$ cat src/tsch_pkg.sv
/*
 * Constants, field positions and carrier types for the chunked-transfer and
 * suspend command handler. Assumes one 125 MHz clock and an APB register port.
 */
// How it works
// - TLV length is one byte up to 0x7F, or 0x81 plus a byte for 128-255.
// - Transfer data must use tag 0x80; all other tags are reserved.
// - Successful transfer answers with status byte one 0x92, details in byte two.
// - Byte two bits 8-6 reserved zero; bit 5 set asks for a re-send.
// - Byte two bit 4 is set while a proactive message is pending.
// - Byte two bits 3-2 carry the session the pending block answers.
// - Byte two bit 1 set means more blocks pending; terminal must fetch them.
// - Returning 6A84 aborts the current transfer session.
// - Card may return response data before the terminal sent all its data.
// - Response data is wrapped in TLV with the command's tag and format.
// - Suspend first parameter: bit 1 zero suspend, one resume; rest zero. The handler refuses resume (bit 1 one) with 6A86.
// - Suspend saves the complete card status to non-volatile memory.
// - Suspend refused with 6985 while proactive, BIP or secure channel busy.
// - Suspend refused with 9864 when requested minimum duration is too long.
// - Suspend makes an 8-byte token and a negotiated duration within bounds.
// - After a good suspend the card never answers with 91 XX.
// - Suspend: parameters zero, length 4 in, 10 out, fixed byte layout.
// - Durations are a unit byte (s, min, h, days, 10 days) then a count.
// - Up to four interleaved sessions, each with its own block state.
package tsch_pkg;
	localparam logic [7:0] OFF_CTRL      = 8'h00;
	localparam logic [7:0] OFF_LEN       = 8'h04;
	localparam logic [7:0] OFF_CDATA     = 8'h08;
	localparam logic [7:0] OFF_STATUS    = 8'h0C;
	localparam logic [7:0] OFF_RDATA     = 8'h10;
	localparam logic [7:0] OFF_COND      = 8'h14;
	localparam logic [7:0] OFF_STAGE     = 8'h18;
	localparam logic [7:0] OFF_STAGE_CTL = 8'h1C;
	localparam logic [7:0] OFF_TOKEN_LO  = 8'h20;
	localparam logic [7:0] OFF_TOKEN_HI  = 8'h24;
	localparam logic [7:0] OFF_NEGO      = 8'h28;

	localparam int CTRL_START_BIT = 0;
	localparam int CTRL_KIND_BIT  = 1;
	localparam int CTRL_P1_LSB    = 8;
	localparam int CTRL_P2_LSB    = 16;
	localparam int LEN_LE_LSB     = 8;
	localparam int STAGE_VALID_BIT = 8;
	localparam int STATUS_BUSY_BIT = 16;

	localparam int P1_SESS_LSB  = 6;
	localparam int P1_DATA_BIT  = 2;
	localparam int P1_ABORT_BIT = 1;
	localparam int P1_RETX_BIT  = 0;

	localparam int BUF_DEPTH = 16;
	localparam int RSP_DEPTH = 18;
	localparam int NSESS     = 4;
	localparam int TOKEN_BYTES = 8;

	localparam logic [7:0]  TAG_SECURE    = 8'h80;
	localparam logic [7:0]  LEN_SHORT_MAX = 8'h7F;
	localparam logic [7:0]  LEN_LONG      = 8'h81;
	localparam logic [7:0]  LEN_LONG_MIN  = 8'h80;
	localparam logic [7:0]  SW1_ONGOING   = 8'h92;
	localparam logic [7:0]  SW1_PROACTIVE = 8'h91;
	localparam logic [15:0] SW_OK         = 16'h9000;
	localparam logic [15:0] SW_NOMEM      = 16'h6A84;
	localparam logic [15:0] SW_COND       = 16'h6985;
	localparam logic [15:0] SW_DURATION   = 16'h9864;
	localparam logic [15:0] SW_BAD_DATA   = 16'h6A80;
	localparam logic [15:0] SW_BAD_LEN    = 16'h6700;
	localparam logic [15:0] SW_BAD_P1     = 16'h6A86;
	localparam logic [7:0]  SUS_LC        = 8'h04;
	localparam logic [7:0]  SUS_LE        = 8'h0A;
	localparam logic [4:0]  SUS_RSP_LEN   = 5'h0A;

	localparam logic [7:0]  UNIT_MAX      = 8'h04;
	localparam logic [7:0]  CARD_LIM_UNIT = 8'h03;
	localparam logic [7:0]  CARD_LIM_CNT  = 8'h1E;
	localparam logic [63:0] LFSR_SEED     = 64'h5A5A_C3C3_0F0F_9696;
	localparam logic [63:0] LFSR_TAPS     = 64'hD800_0000_0000_0000;

	typedef struct packed {
		logic [7:0] sw1;
		logic [7:0] sw2;
	} tsch_sw_t;

	typedef struct packed {
		logic [7:0] unit;
		logic [7:0] count;
	} tsch_dur_t;

	typedef struct packed {
		logic internal_reject;
		logic mem_full;
		logic resend_req;
		logic sc_in_use;
		logic bip_open;
		logic pro_active;
		logic pro_pending;
	} tsch_cond_t;

	typedef enum logic [1:0] {ST_IDLE, ST_EXEC, ST_SAVE} tsch_state_t;
endpackage

$ cat src/tsch_handler.sv
/*
 * Command handler for the chunked transfer command and the suspend command,
 * reached over APB. Software loads a command, starts it, reads status words
 * and response bytes. Assumes synchronous inputs and a single clock domain.
 */
// Our own choices: the APB register port and the register addresses.
`timescale 1ns/1ps
`default_nettype none
module tsch_handler (
	// clock and reset
	input  wire logic                 pclk,
	input  wire logic                 presetn,
	// apb slave
	input  wire logic                 psel,
	input  wire logic                 penable,
	input  wire logic                 pwrite,
	input  wire logic [7:0]           paddr,
	input  wire logic [31:0]          pwdata,
	output logic      [31:0]          prdata,
	output logic                      pready,
	output logic                      pslverr,
	// non-volatile status save
	output logic                      nvm_save,
	output logic      [63:0]          nvm_token
);
	import tsch_pkg::*;

	tsch_state_t state;
	tsch_cond_t  cond;
	tsch_sw_t    sw;
	tsch_sw_t    e_sw;
	tsch_dur_t   nego;
	tsch_dur_t   e_nego;
	logic [7:0]  p1;
	logic [7:0]  p2;
	logic        kind_sus;
	logic [7:0]  lc;
	logic [7:0]  le;
	logic [7:0]  cmd_buf [BUF_DEPTH];
	logic [4:0]  cmd_idx;
	logic [7:0]  stage_buf [BUF_DEPTH];
	logic [4:0]  stage_cnt;
	logic [1:0]  stage_sess;
	logic        stage_valid;
	logic [7:0]  rsp_buf [RSP_DEPTH];
	logic [4:0]  rsp_len;
	logic [4:0]  rd_ptr;
	logic [NSESS-1:0] sess_active;
	logic [7:0]  sess_tag [NSESS];
	logic [63:0] lfsr;
	logic [1:0]  sess;
	logic        e_abort;
	logic        e_open;
	logic        e_deliver;
	logic        e_resend;
	logic        e_save;
	logic        e_more;
	logic        tlv_ok;
	logic [7:0]  tlv_plen;
	logic [8:0]  tlv_total;
	logic [31:0] min_secs;
	logic [31:0] max_secs;
	logic [31:0] lim_secs;
	logic        acc;
	logic        wr;
	logic        rd;
	logic        busy;
	logic        addr_ok;

	// duration in seconds; widest case fits in 32 bits
	function automatic logic [31:0] dur_secs(input logic [7:0] unit, input logic [7:0] count);
		logic [31:0] f;
		f = 32'h0000_0001;
		case (unit)
			8'h00: f = 32'h0000_0001;
			8'h01: f = 32'h0000_003C;
			8'h02: f = 32'h0000_0E10;
			8'h03: f = 32'h0001_5180;
			8'h04: f = 32'h000D_2F00;
			default: f = 32'h0000_0000;
		endcase
		return f * {24'h00_0000, count};
	endfunction

	function automatic logic map_ok(input logic [7:0] a);
		return a == OFF_CTRL || a == OFF_LEN || a == OFF_CDATA || a == OFF_STATUS ||
			a == OFF_RDATA || a == OFF_COND || a == OFF_STAGE || a == OFF_STAGE_CTL ||
			a == OFF_TOKEN_LO || a == OFF_TOKEN_HI || a == OFF_NEGO;
	endfunction

	assign acc     = psel && penable;
	assign addr_ok = map_ok(paddr);
	assign wr      = acc && pwrite && addr_ok;
	assign rd      = acc && !pwrite && addr_ok;
	assign busy    = state != ST_IDLE;
	assign pready  = 1'b1;
	assign pslverr = acc && !addr_ok;
	assign sess    = p1[P1_SESS_LSB +: 2];

	// tlv header check over the command bytes
	always_comb begin
		tlv_ok   = 1'b0;
		tlv_plen = 8'h00;
		tlv_total = 9'h000;
		if (cmd_buf[1] <= LEN_SHORT_MAX) begin
			tlv_plen  = cmd_buf[1];
			tlv_total = {1'b0, tlv_plen} + 9'h002;
			tlv_ok    = lc >= 8'h02;
		end else if (cmd_buf[1] == LEN_LONG && cmd_buf[2] >= LEN_LONG_MIN) begin
			tlv_plen  = cmd_buf[2];
			tlv_total = {1'b0, tlv_plen} + 9'h003;
			tlv_ok    = lc >= 8'h03;
		end
		// reserved tag, tag change in a session or length mismatch is refused
		if (cmd_buf[0] != TAG_SECURE)
			tlv_ok = 1'b0;
		if (sess_active[sess] && cmd_buf[0] != sess_tag[sess])
			tlv_ok = 1'b0;
		if (tlv_total != {1'b0, lc})
			tlv_ok = 1'b0;
	end

	assign min_secs = dur_secs(cmd_buf[0], cmd_buf[1]);
	assign max_secs = dur_secs(cmd_buf[2], cmd_buf[3]);
	assign lim_secs = dur_secs(CARD_LIM_UNIT, CARD_LIM_CNT);

	// command execution decision
	always_comb begin
		e_sw      = SW_OK;
		e_abort   = 1'b0;
		e_open    = 1'b0;
		e_deliver = 1'b0;
		e_resend  = 1'b0;
		e_save    = 1'b0;
		e_more    = 1'b0;
		e_nego    = {cmd_buf[2], cmd_buf[3]};
		if (!kind_sus) begin
			if (p1[P1_ABORT_BIT]) begin
				e_abort = 1'b1;
			end else if (p1[P1_DATA_BIT]) begin
				if (p1[P1_RETX_BIT] || p1[5:3] != 3'b000)
					e_sw = SW_BAD_P1;
				else if (!tlv_ok)
					e_sw = SW_BAD_DATA;
				else if (cond.mem_full) begin
					e_sw    = SW_NOMEM;
					e_abort = 1'b1;
				end else
					e_open = 1'b1;
			end else if (p1[P1_RETX_BIT]) begin
				e_resend = 1'b1;
			end else if (stage_valid && stage_sess == sess) begin
				e_deliver = 1'b1;
			end
			if (e_sw == SW_OK && !e_abort) begin
				// pending data of any session is flagged, even mid-upload
				e_more = stage_valid && !e_deliver;
				e_sw.sw1 = SW1_ONGOING;
				e_sw.sw2 = {3'b000, cond.resend_req && p1[P1_DATA_BIT], cond.pro_pending,
					e_more ? stage_sess : sess, e_more};
			end
		end else begin
			if (p1[7:1] != 7'h00 || p1[0] || p2 != 8'h00)
				e_sw = SW_BAD_P1;
			else if (lc != SUS_LC || le != SUS_LE)
				e_sw = SW_BAD_LEN;
			else if (cmd_buf[0] > UNIT_MAX || cmd_buf[2] > UNIT_MAX || min_secs > max_secs)
				e_sw = SW_BAD_DATA;
			else if (cond.pro_active || cond.bip_open || cond.sc_in_use || cond.internal_reject)
				e_sw = SW_COND;
			else if (min_secs > lim_secs)
				e_sw = SW_DURATION;
			else begin
				e_save = 1'b1;
				if (max_secs > lim_secs)
					e_nego = {CARD_LIM_UNIT, CARD_LIM_CNT};
			end
		end
	end

	// sequencer
	always_ff @(posedge pclk or negedge presetn) begin
		if (!presetn)
			state <= ST_IDLE;
		else begin
			case (state)
				ST_IDLE: if (wr && paddr == OFF_CTRL && pwdata[CTRL_START_BIT])
					state <= ST_EXEC;
				ST_EXEC: state <= e_save ? ST_SAVE : ST_IDLE;
				ST_SAVE: state <= ST_IDLE;
				default: state <= ST_IDLE;
			endcase
		end
	end

	// command header and data bytes
	always_ff @(posedge pclk or negedge presetn) begin
		if (!presetn) begin
			p1       <= 8'h00;
			p2       <= 8'h00;
			kind_sus <= 1'b0;
			lc       <= 8'h00;
			le       <= 8'h00;
			cmd_idx  <= 5'h00;
			for (int i = 0; i < BUF_DEPTH; i++)
				cmd_buf[i] <= 8'h00;
		end else if (wr && !busy) begin
			if (paddr == OFF_CTRL) begin
				kind_sus <= pwdata[CTRL_KIND_BIT];
				p1       <= pwdata[CTRL_P1_LSB +: 8];
				p2       <= pwdata[CTRL_P2_LSB +: 8];
			end
			if (paddr == OFF_LEN) begin
				lc      <= pwdata[7:0];
				le      <= pwdata[LEN_LE_LSB +: 8];
				cmd_idx <= 5'h00;
			end
			if (paddr == OFF_CDATA && cmd_idx < 5'(BUF_DEPTH)) begin
				cmd_buf[cmd_idx[3:0]] <= pwdata[7:0];
				cmd_idx <= cmd_idx + 5'h01;
			end
		end
	end

	// card conditions seen by the handler
	always_ff @(posedge pclk or negedge presetn) begin
		if (!presetn)
			cond <= '0;
		else if (wr && paddr == OFF_COND)
			cond <= pwdata[6:0];
	end

	// staged response payload; software load is ignored while busy, so delivery clear wins
	always_ff @(posedge pclk or negedge presetn) begin
		if (!presetn) begin
			stage_cnt   <= 5'h00;
			stage_sess  <= 2'b00;
			stage_valid <= 1'b0;
			for (int i = 0; i < BUF_DEPTH; i++)
				stage_buf[i] <= 8'h00;
		end else begin
			if (state == ST_EXEC && e_deliver) begin
				stage_valid <= 1'b0;
				stage_cnt   <= 5'h00;
			end
			if (wr && !busy && paddr == OFF_STAGE && stage_cnt < 5'(BUF_DEPTH)) begin
				stage_buf[stage_cnt[3:0]] <= pwdata[7:0];
				stage_cnt <= stage_cnt + 5'h01;
			end
			if (wr && !busy && paddr == OFF_STAGE_CTL) begin
				stage_sess  <= pwdata[1:0];
				stage_valid <= pwdata[STAGE_VALID_BIT];
				if (!pwdata[STAGE_VALID_BIT])
					stage_cnt <= 5'h00;
			end
		end
	end

	// per-session block state
	always_ff @(posedge pclk or negedge presetn) begin
		if (!presetn) begin
			sess_active <= '0;
			for (int i = 0; i < NSESS; i++)
				sess_tag[i] <= TAG_SECURE;
		end else if (state == ST_EXEC && !kind_sus) begin
			if (e_abort)
				sess_active[sess] <= 1'b0;
			else if (e_open && !sess_active[sess]) begin
				sess_active[sess] <= 1'b1;
				sess_tag[sess]    <= cmd_buf[0];
			end
		end
	end

	// status words
	always_ff @(posedge pclk or negedge presetn) begin
		if (!presetn)
			sw <= SW_OK;
		else if (state == ST_EXEC)
			sw <= e_sw;
	end

	// response buffer and read pointer
	always_ff @(posedge pclk or negedge presetn) begin
		if (!presetn) begin
			rsp_len <= 5'h00;
			rd_ptr  <= 5'h00;
			for (int i = 0; i < RSP_DEPTH; i++)
				rsp_buf[i] <= 8'h00;
		end else if (state == ST_EXEC) begin
			rd_ptr <= 5'h00;
			if (e_deliver) begin
				// payload never exceeds the short length form here
				rsp_buf[0] <= sess_active[sess] ? sess_tag[sess] : TAG_SECURE;
				rsp_buf[1] <= {3'b000, stage_cnt};
				for (int i = 0; i < BUF_DEPTH; i++)
					rsp_buf[i + 2] <= stage_buf[i];
				rsp_len <= stage_cnt + 5'h02;
			end else if (e_save) begin
				rsp_buf[0] <= e_nego.unit;
				rsp_buf[1] <= e_nego.count;
				for (int i = 0; i < TOKEN_BYTES; i++)
					rsp_buf[i + 2] <= lfsr[63 - 8 * i -: 8];
				rsp_len <= SUS_RSP_LEN;
			end else if (!e_resend)
				rsp_len <= 5'h00;
		end else if (rd && paddr == OFF_RDATA && rd_ptr < rsp_len)
			rd_ptr <= rd_ptr + 5'h01;
	end

	// token source, free running
	always_ff @(posedge pclk or negedge presetn) begin
		if (!presetn)
			lfsr <= LFSR_SEED;
		else
			lfsr <= {1'b0, lfsr[63:1]} ^ (lfsr[0] ? LFSR_TAPS : 64'h0000_0000_0000_0000);
	end

	// saved status: token, negotiated duration, save strobe
	always_ff @(posedge pclk or negedge presetn) begin
		if (!presetn) begin
			nvm_token <= 64'h0000_0000_0000_0000;
			nego      <= '0;
			nvm_save  <= 1'b0;
		end else begin
			nvm_save <= state == ST_EXEC && e_save;
			if (state == ST_EXEC && e_save) begin
				nvm_token <= lfsr;
				nego      <= e_nego;
			end
		end
	end

	// read data captured in the setup phase
	always_ff @(posedge pclk or negedge presetn) begin
		if (!presetn)
			prdata <= 32'h0000_0000;
		else if (psel && !penable && !pwrite) begin
			case (paddr)
				OFF_CTRL:      prdata <= {8'h00, p2, p1, 6'h00, kind_sus, 1'b0};
				OFF_LEN:       prdata <= {16'h0000, le, lc};
				OFF_STATUS:    prdata <= {15'h0000, busy, sw};
				OFF_RDATA:     prdata <= {24'h00_0000, rd_ptr < rsp_len ? rsp_buf[rd_ptr] : 8'h00};
				OFF_COND:      prdata <= {25'h000_0000, cond};
				OFF_STAGE_CTL: prdata <= {sess_active, 7'h00, stage_cnt, 7'h00, stage_valid,
					6'h00, stage_sess};
				OFF_TOKEN_LO:  prdata <= nvm_token[31:0];
				OFF_TOKEN_HI:  prdata <= nvm_token[63:32];
				OFF_NEGO:      prdata <= {11'h000, rsp_len, nego};
				default:       prdata <= 32'h0000_0000;
			endcase
		end
	end

	logic xfer_good;
	assign xfer_good = state == ST_EXEC && !kind_sus && e_sw.sw1 == SW1_ONGOING;
endmodule
`default_nettype wire

$ cat config.mk
export PLATFORM = sky130hd
export DESIGN_NAME = tsch_handler
export DESIGN_NICKNAME = d
export VERILOG_FILES = /design/src/tsch_pkg.sv /design/src/tsch_handler.sv
export SDC_FILE = /design/constraint.sdc
export NUM_CORES = 2
export LEC_CHECK = 0
export ABC_AREA = 1
export ABC_CLOCK_PERIOD_IN_PS = 6600
export BUFFER_PORTS_ARGS = -buffer_cell sky130_fd_sc_hd__buf_4
export CAP_MARGIN = 20
export CORE_ASPECT_RATIO = 1.4
export CORE_MARGIN = 8
export CORE_UTILIZATION = 35
export CTS_CLUSTER_SIZE = 28
export DETAILED_ROUTE_END_ITERATION = 12
export GPL_ROUTABILITY_DRIVEN = 0
export PLACE_DENSITY = 0.55
export SLEW_MARGIN = 20
export SYNTH_ARGS = -nofsm -noshare
export SYNTH_HDL_FRONTEND = slang
export SYNTH_SLANG_ARGS = --single-unit
$ cat constraint.sdc
create_clock -name pclk -period 6.6 [get_ports pclk]
set_input_delay 1.65 -clock pclk [delete_from_list [all_inputs] [get_ports pclk]]
set_output_delay 1.65 -clock pclk [all_outputs]
set_load 0.005 [all_outputs]
==> impl_results.md <==
* Yosys warns at 0
* Number of buffers created by CTS at 57
* Sequential area share after synthesis at 0.410
* Vias post-DR at 32200
* Congestion Overflow GR at 0
* DP Cell Count at ~6300
* Slowest CP cell: fa_2
* Primary FF master, synth: dfrtp_1
* Worst-path clk slew at approximately 0.070 ns
* CP arrival at 7.50 ns
* Final hold violations at 0
* Die width at 288 um
* DP Area at 41500 um2
* Rows at 140
* Hold buffers post-CTS at 0
* First-pass GRT wire length at 188000 um
* DPL Wire Length at 91300 um
* CTS tree: built
* Layout cells sized above 1 at 0.230
* CP dominant cell by count: inv_2
* Failing checks: setup timing
* Initial antenna violation count at 2
* CTS Buffer Depth at 3
* Crit path kind: reg -> reg
* Ys async rst share at 1.00
* Number of synthesized flops with an enable pin at 0
* Fin nets at about 5500
* Pin count of the biggest net entering global routing at 163
* DR WL/cell at 19.1 um
* Skew-Pair Late Insertion Delay at 0.65 ns
* CP endpoint kind: register
* P&R area growth vs syn at 27.3%
* Chip Height at 397 um
* Post-route setup slack at -0.349 ns
* Syn Area/Cell at 7.89 um2
* Cells after synthesis at 4609
* CP max stage delay at 0.56 ns
* Worst Max-Slew Pin Slew at 1.16 ns
* Core area at roughly 100000 um2
* Final Instance Count excl. Fillers at 6483
* Power Total at roughly 7.2 mW
* Max-cap violations at 0
* H-tree depth at 2
* Vias in the first global route at approximately 32000
* Status: finished with violations
* Finished Cell Area at 46300 um2
* Hold Crit Class: reg -> reg
* Final Slew Violations at 0
* DR pass1 iterations at 6
* Mapped Nets at 5001
* RSZ-0062 raised after global routing: true
* DRT Wirelength at 124000 um
* DIE AREA at approximately 110000 um2
* Critical Path RT at 7.15 ns
* Root Buffer: clkbuf_16
* Netlist Area Pre-Place at 36400 um2
* Ranking of synthesized cells by area: dfrtp_1, nand2_1, fa_1
* Clk_skew at 0.0381 ns
* Minimum clock period at 6.95 ns
* Number of I/O pins at approximately 140
* # fillers at 10200
* CTS sink count at 595
* Initial Util at 0.351
* Period Utilization, post-route at 1.05
* # setup viols final at around 170
* Initial drt markers at 2488
* Post-synth top area share at 0.384
* Fmax at roughly 140 MHz
* Vias per cell at 4.97
* Post-synthesis cell type count at 64
* GRT Resource Usage Total at 0.211
* ANT nets after route at 0
* Port-buffer cells at between 100 and 150
* Slew margin rel. at 0.220
* Synth area leader: dfrtp_1
* Residual DRC count at 0
* Crit path max fanout at 9
* CP Launch Type: register
* VDD IR-drop max at 0.000244 V
* Flops & latches, synth at 595
* Pwr/cell area at between 150 and 200 nW/um2
* Leakage at 24.0 nW
-- worst max-delay path: cells and delay by family (launching register included) --
family | cells | cell delay (ns)
and+or+nand+nor | 15 | 1.79
adders and majority gates | 6 | 2.56
xor gates and xnor gates | 1 | 0.21
DFF | 1 | 0.38
AOI/OAI and AO/OA | 4 | 0.67
buffers and inverters | 13 | 1.24
-- cell type report --
cell class / count / area, um2 / area share
clock buffers: 79 / 1620 / 0.0350
multi-input cells: 3131 / 20100 / 0.433
flip-flops and latches: 595 / 14900 / 0.322
repair buffers: 583 / 4940 / 0.107
clock inverters: 28 / 303 / 0.00654
well taps: 1349 / 1690 / 0.0364
inverters: 715 / 2750 / 0.0593
diodes: 2 / 5.00 / 0.000108
repair inverters: 1 / 16.3 / 0.000351
-- cell usage in the layout (no fill, tap or decap), types with 65 or more instances in the layout --
| cell type | count |
|---|---|
| a21oi_1 | 108 |
| buf_4 | 525 |
| clkbuf_16 | 65 |
| dfrtp_1 | 557 |
| fa_1 | 138 |
| ha_1 | 157 |
| inv_1 | 628 |
| inv_2 | 71 |
| nand2_1 | 1269 |
| nand2_2 | 97 |
| nand3_1 | 122 |
| nor2_1 | 239 |
| o21ai_0 | 340 |
| o21ai_1 | 155 |
-- Yosys cell counts, types with 7 or more instances --
library cell	count
nand2_1	1388
inv_1	693
dfrtp_1	558
o21ai_0	395
nor2_1	311
ha_1	201
fa_1	146
nand3_1	141
a21oi_1	133
clkbuf_1	116
o21ai_1	116
dfstp_2	37
nand4_1	36
buf_2	32
nor3_1	24
xor2_1	23
a221oi_1	20
o211ai_1	17
inv_2	16
nand2_2	15
o2111ai_1	12
nor4_1	11
nor2_2	10
xnor2_1	10
buf_1	9
mux2i_1	9
or2_2	9
a31oi_1	8
nand3b_1	8
o311ai_0	8
a211oi_1	7
o21bai_1	7
-- per-stage QoR --
step | setup slack (ns) | hold WS (ns) | setup TNS [ns] | utilization
CTS | -0.204 | 0.360 | -22.19 | 0.438
global route | -0.798 | 0.367 | -120.92 | 0.447
floorplan | 0.0109 | 0.354 | 0 | -
global placement | -0.941 | 0.354 | -140.55 | 0.401
detailed placement | -1.05 | 0.356 | -155.43 | 0.401
finish | -0.349 | 0.358 | -43.35 | 0.447
-- cells by family (layout without fill, tap and decap cells) --
family,after synthesis,in the layout,synth area share
adder cells (fa/ha/maj),347,347,0.149
buffers and inverters,883,1406,0.0938
AND/OR/NAND/NOR,1969,1969,0.219
AO/OA/AOI/OAI,768,768,0.116
flip-flops,595,595,0.410
multiplexers,13,13,0.00371
XOR/XNOR,33,33,0.00794
other,1,3,0.000103
-- report_power, final --
group / switching, mW / total [mW] / internal, mW / leakage, nW
combinational: 0.136 / 0.164 / 0.0283 / 15.1
sequential: 0.00138 / 3.65 / 3.65 / 7.98
clock: 1.50 / 3.42 / 1.92 / 0.952
-- repair_timing --
item / CTS / global route
setup endpoints to repair: 173 / 173
gates resized for setup: 401 / 194
cloned: 4 / 7
setup buffers: 47 / 19
pin swaps: 200 / 63
-- worst paths after layout --
kind / startpoint / end / slack (ns) / cells after the start
max: cmd_buf[111] / nego[2] / -0.35 / 39
min: lfsr[25] / lfsr[24] / 0.36 / 0
max reg2reg: cmd_buf[111] / nego[2] / -0.35 / 39
min reg2reg: lfsr[25] / lfsr[24] / 0.36 / 0
max in group asynchronous: presetn / cmd_buf[110] / 4.34 / 2
min in group asynchronous: presetn / rsp_buf[51] / 0.98 / 1
-- state kept, by name, indices dropped and copies added, names as in the netlist, 2 cells and up, named ones only --
signal and cells:
le 8, stage_buf 128, p2 8, rsp_len 5
stage_sess 2, state 2, nvm_token 64, nego 16
rsp_buf 144, prdata 32, cond 7, sw 13
stage_cnt 5, sess_tag 32, p1 8, lfsr 64
rd_ptr 5, lc 8, cmd_buf 32, cmd_idx 5
-- per-layer routing --
| metal | up-vias | global-route usage | wire (um) |
|---|---|---|---|
| met2 | 848 | 0.375 | 62500 |
| met4 | 0 | 0.101 | 6850 |
| li1 | 15500 | - | - |
| met5 | - | 0 | 0 |
| met1 | 15600 | 0.252 | 48700 |
| met3 | 272 | 0.0238 | 5660 |
No activity file was read; power rests on OpenSTA's default activity.
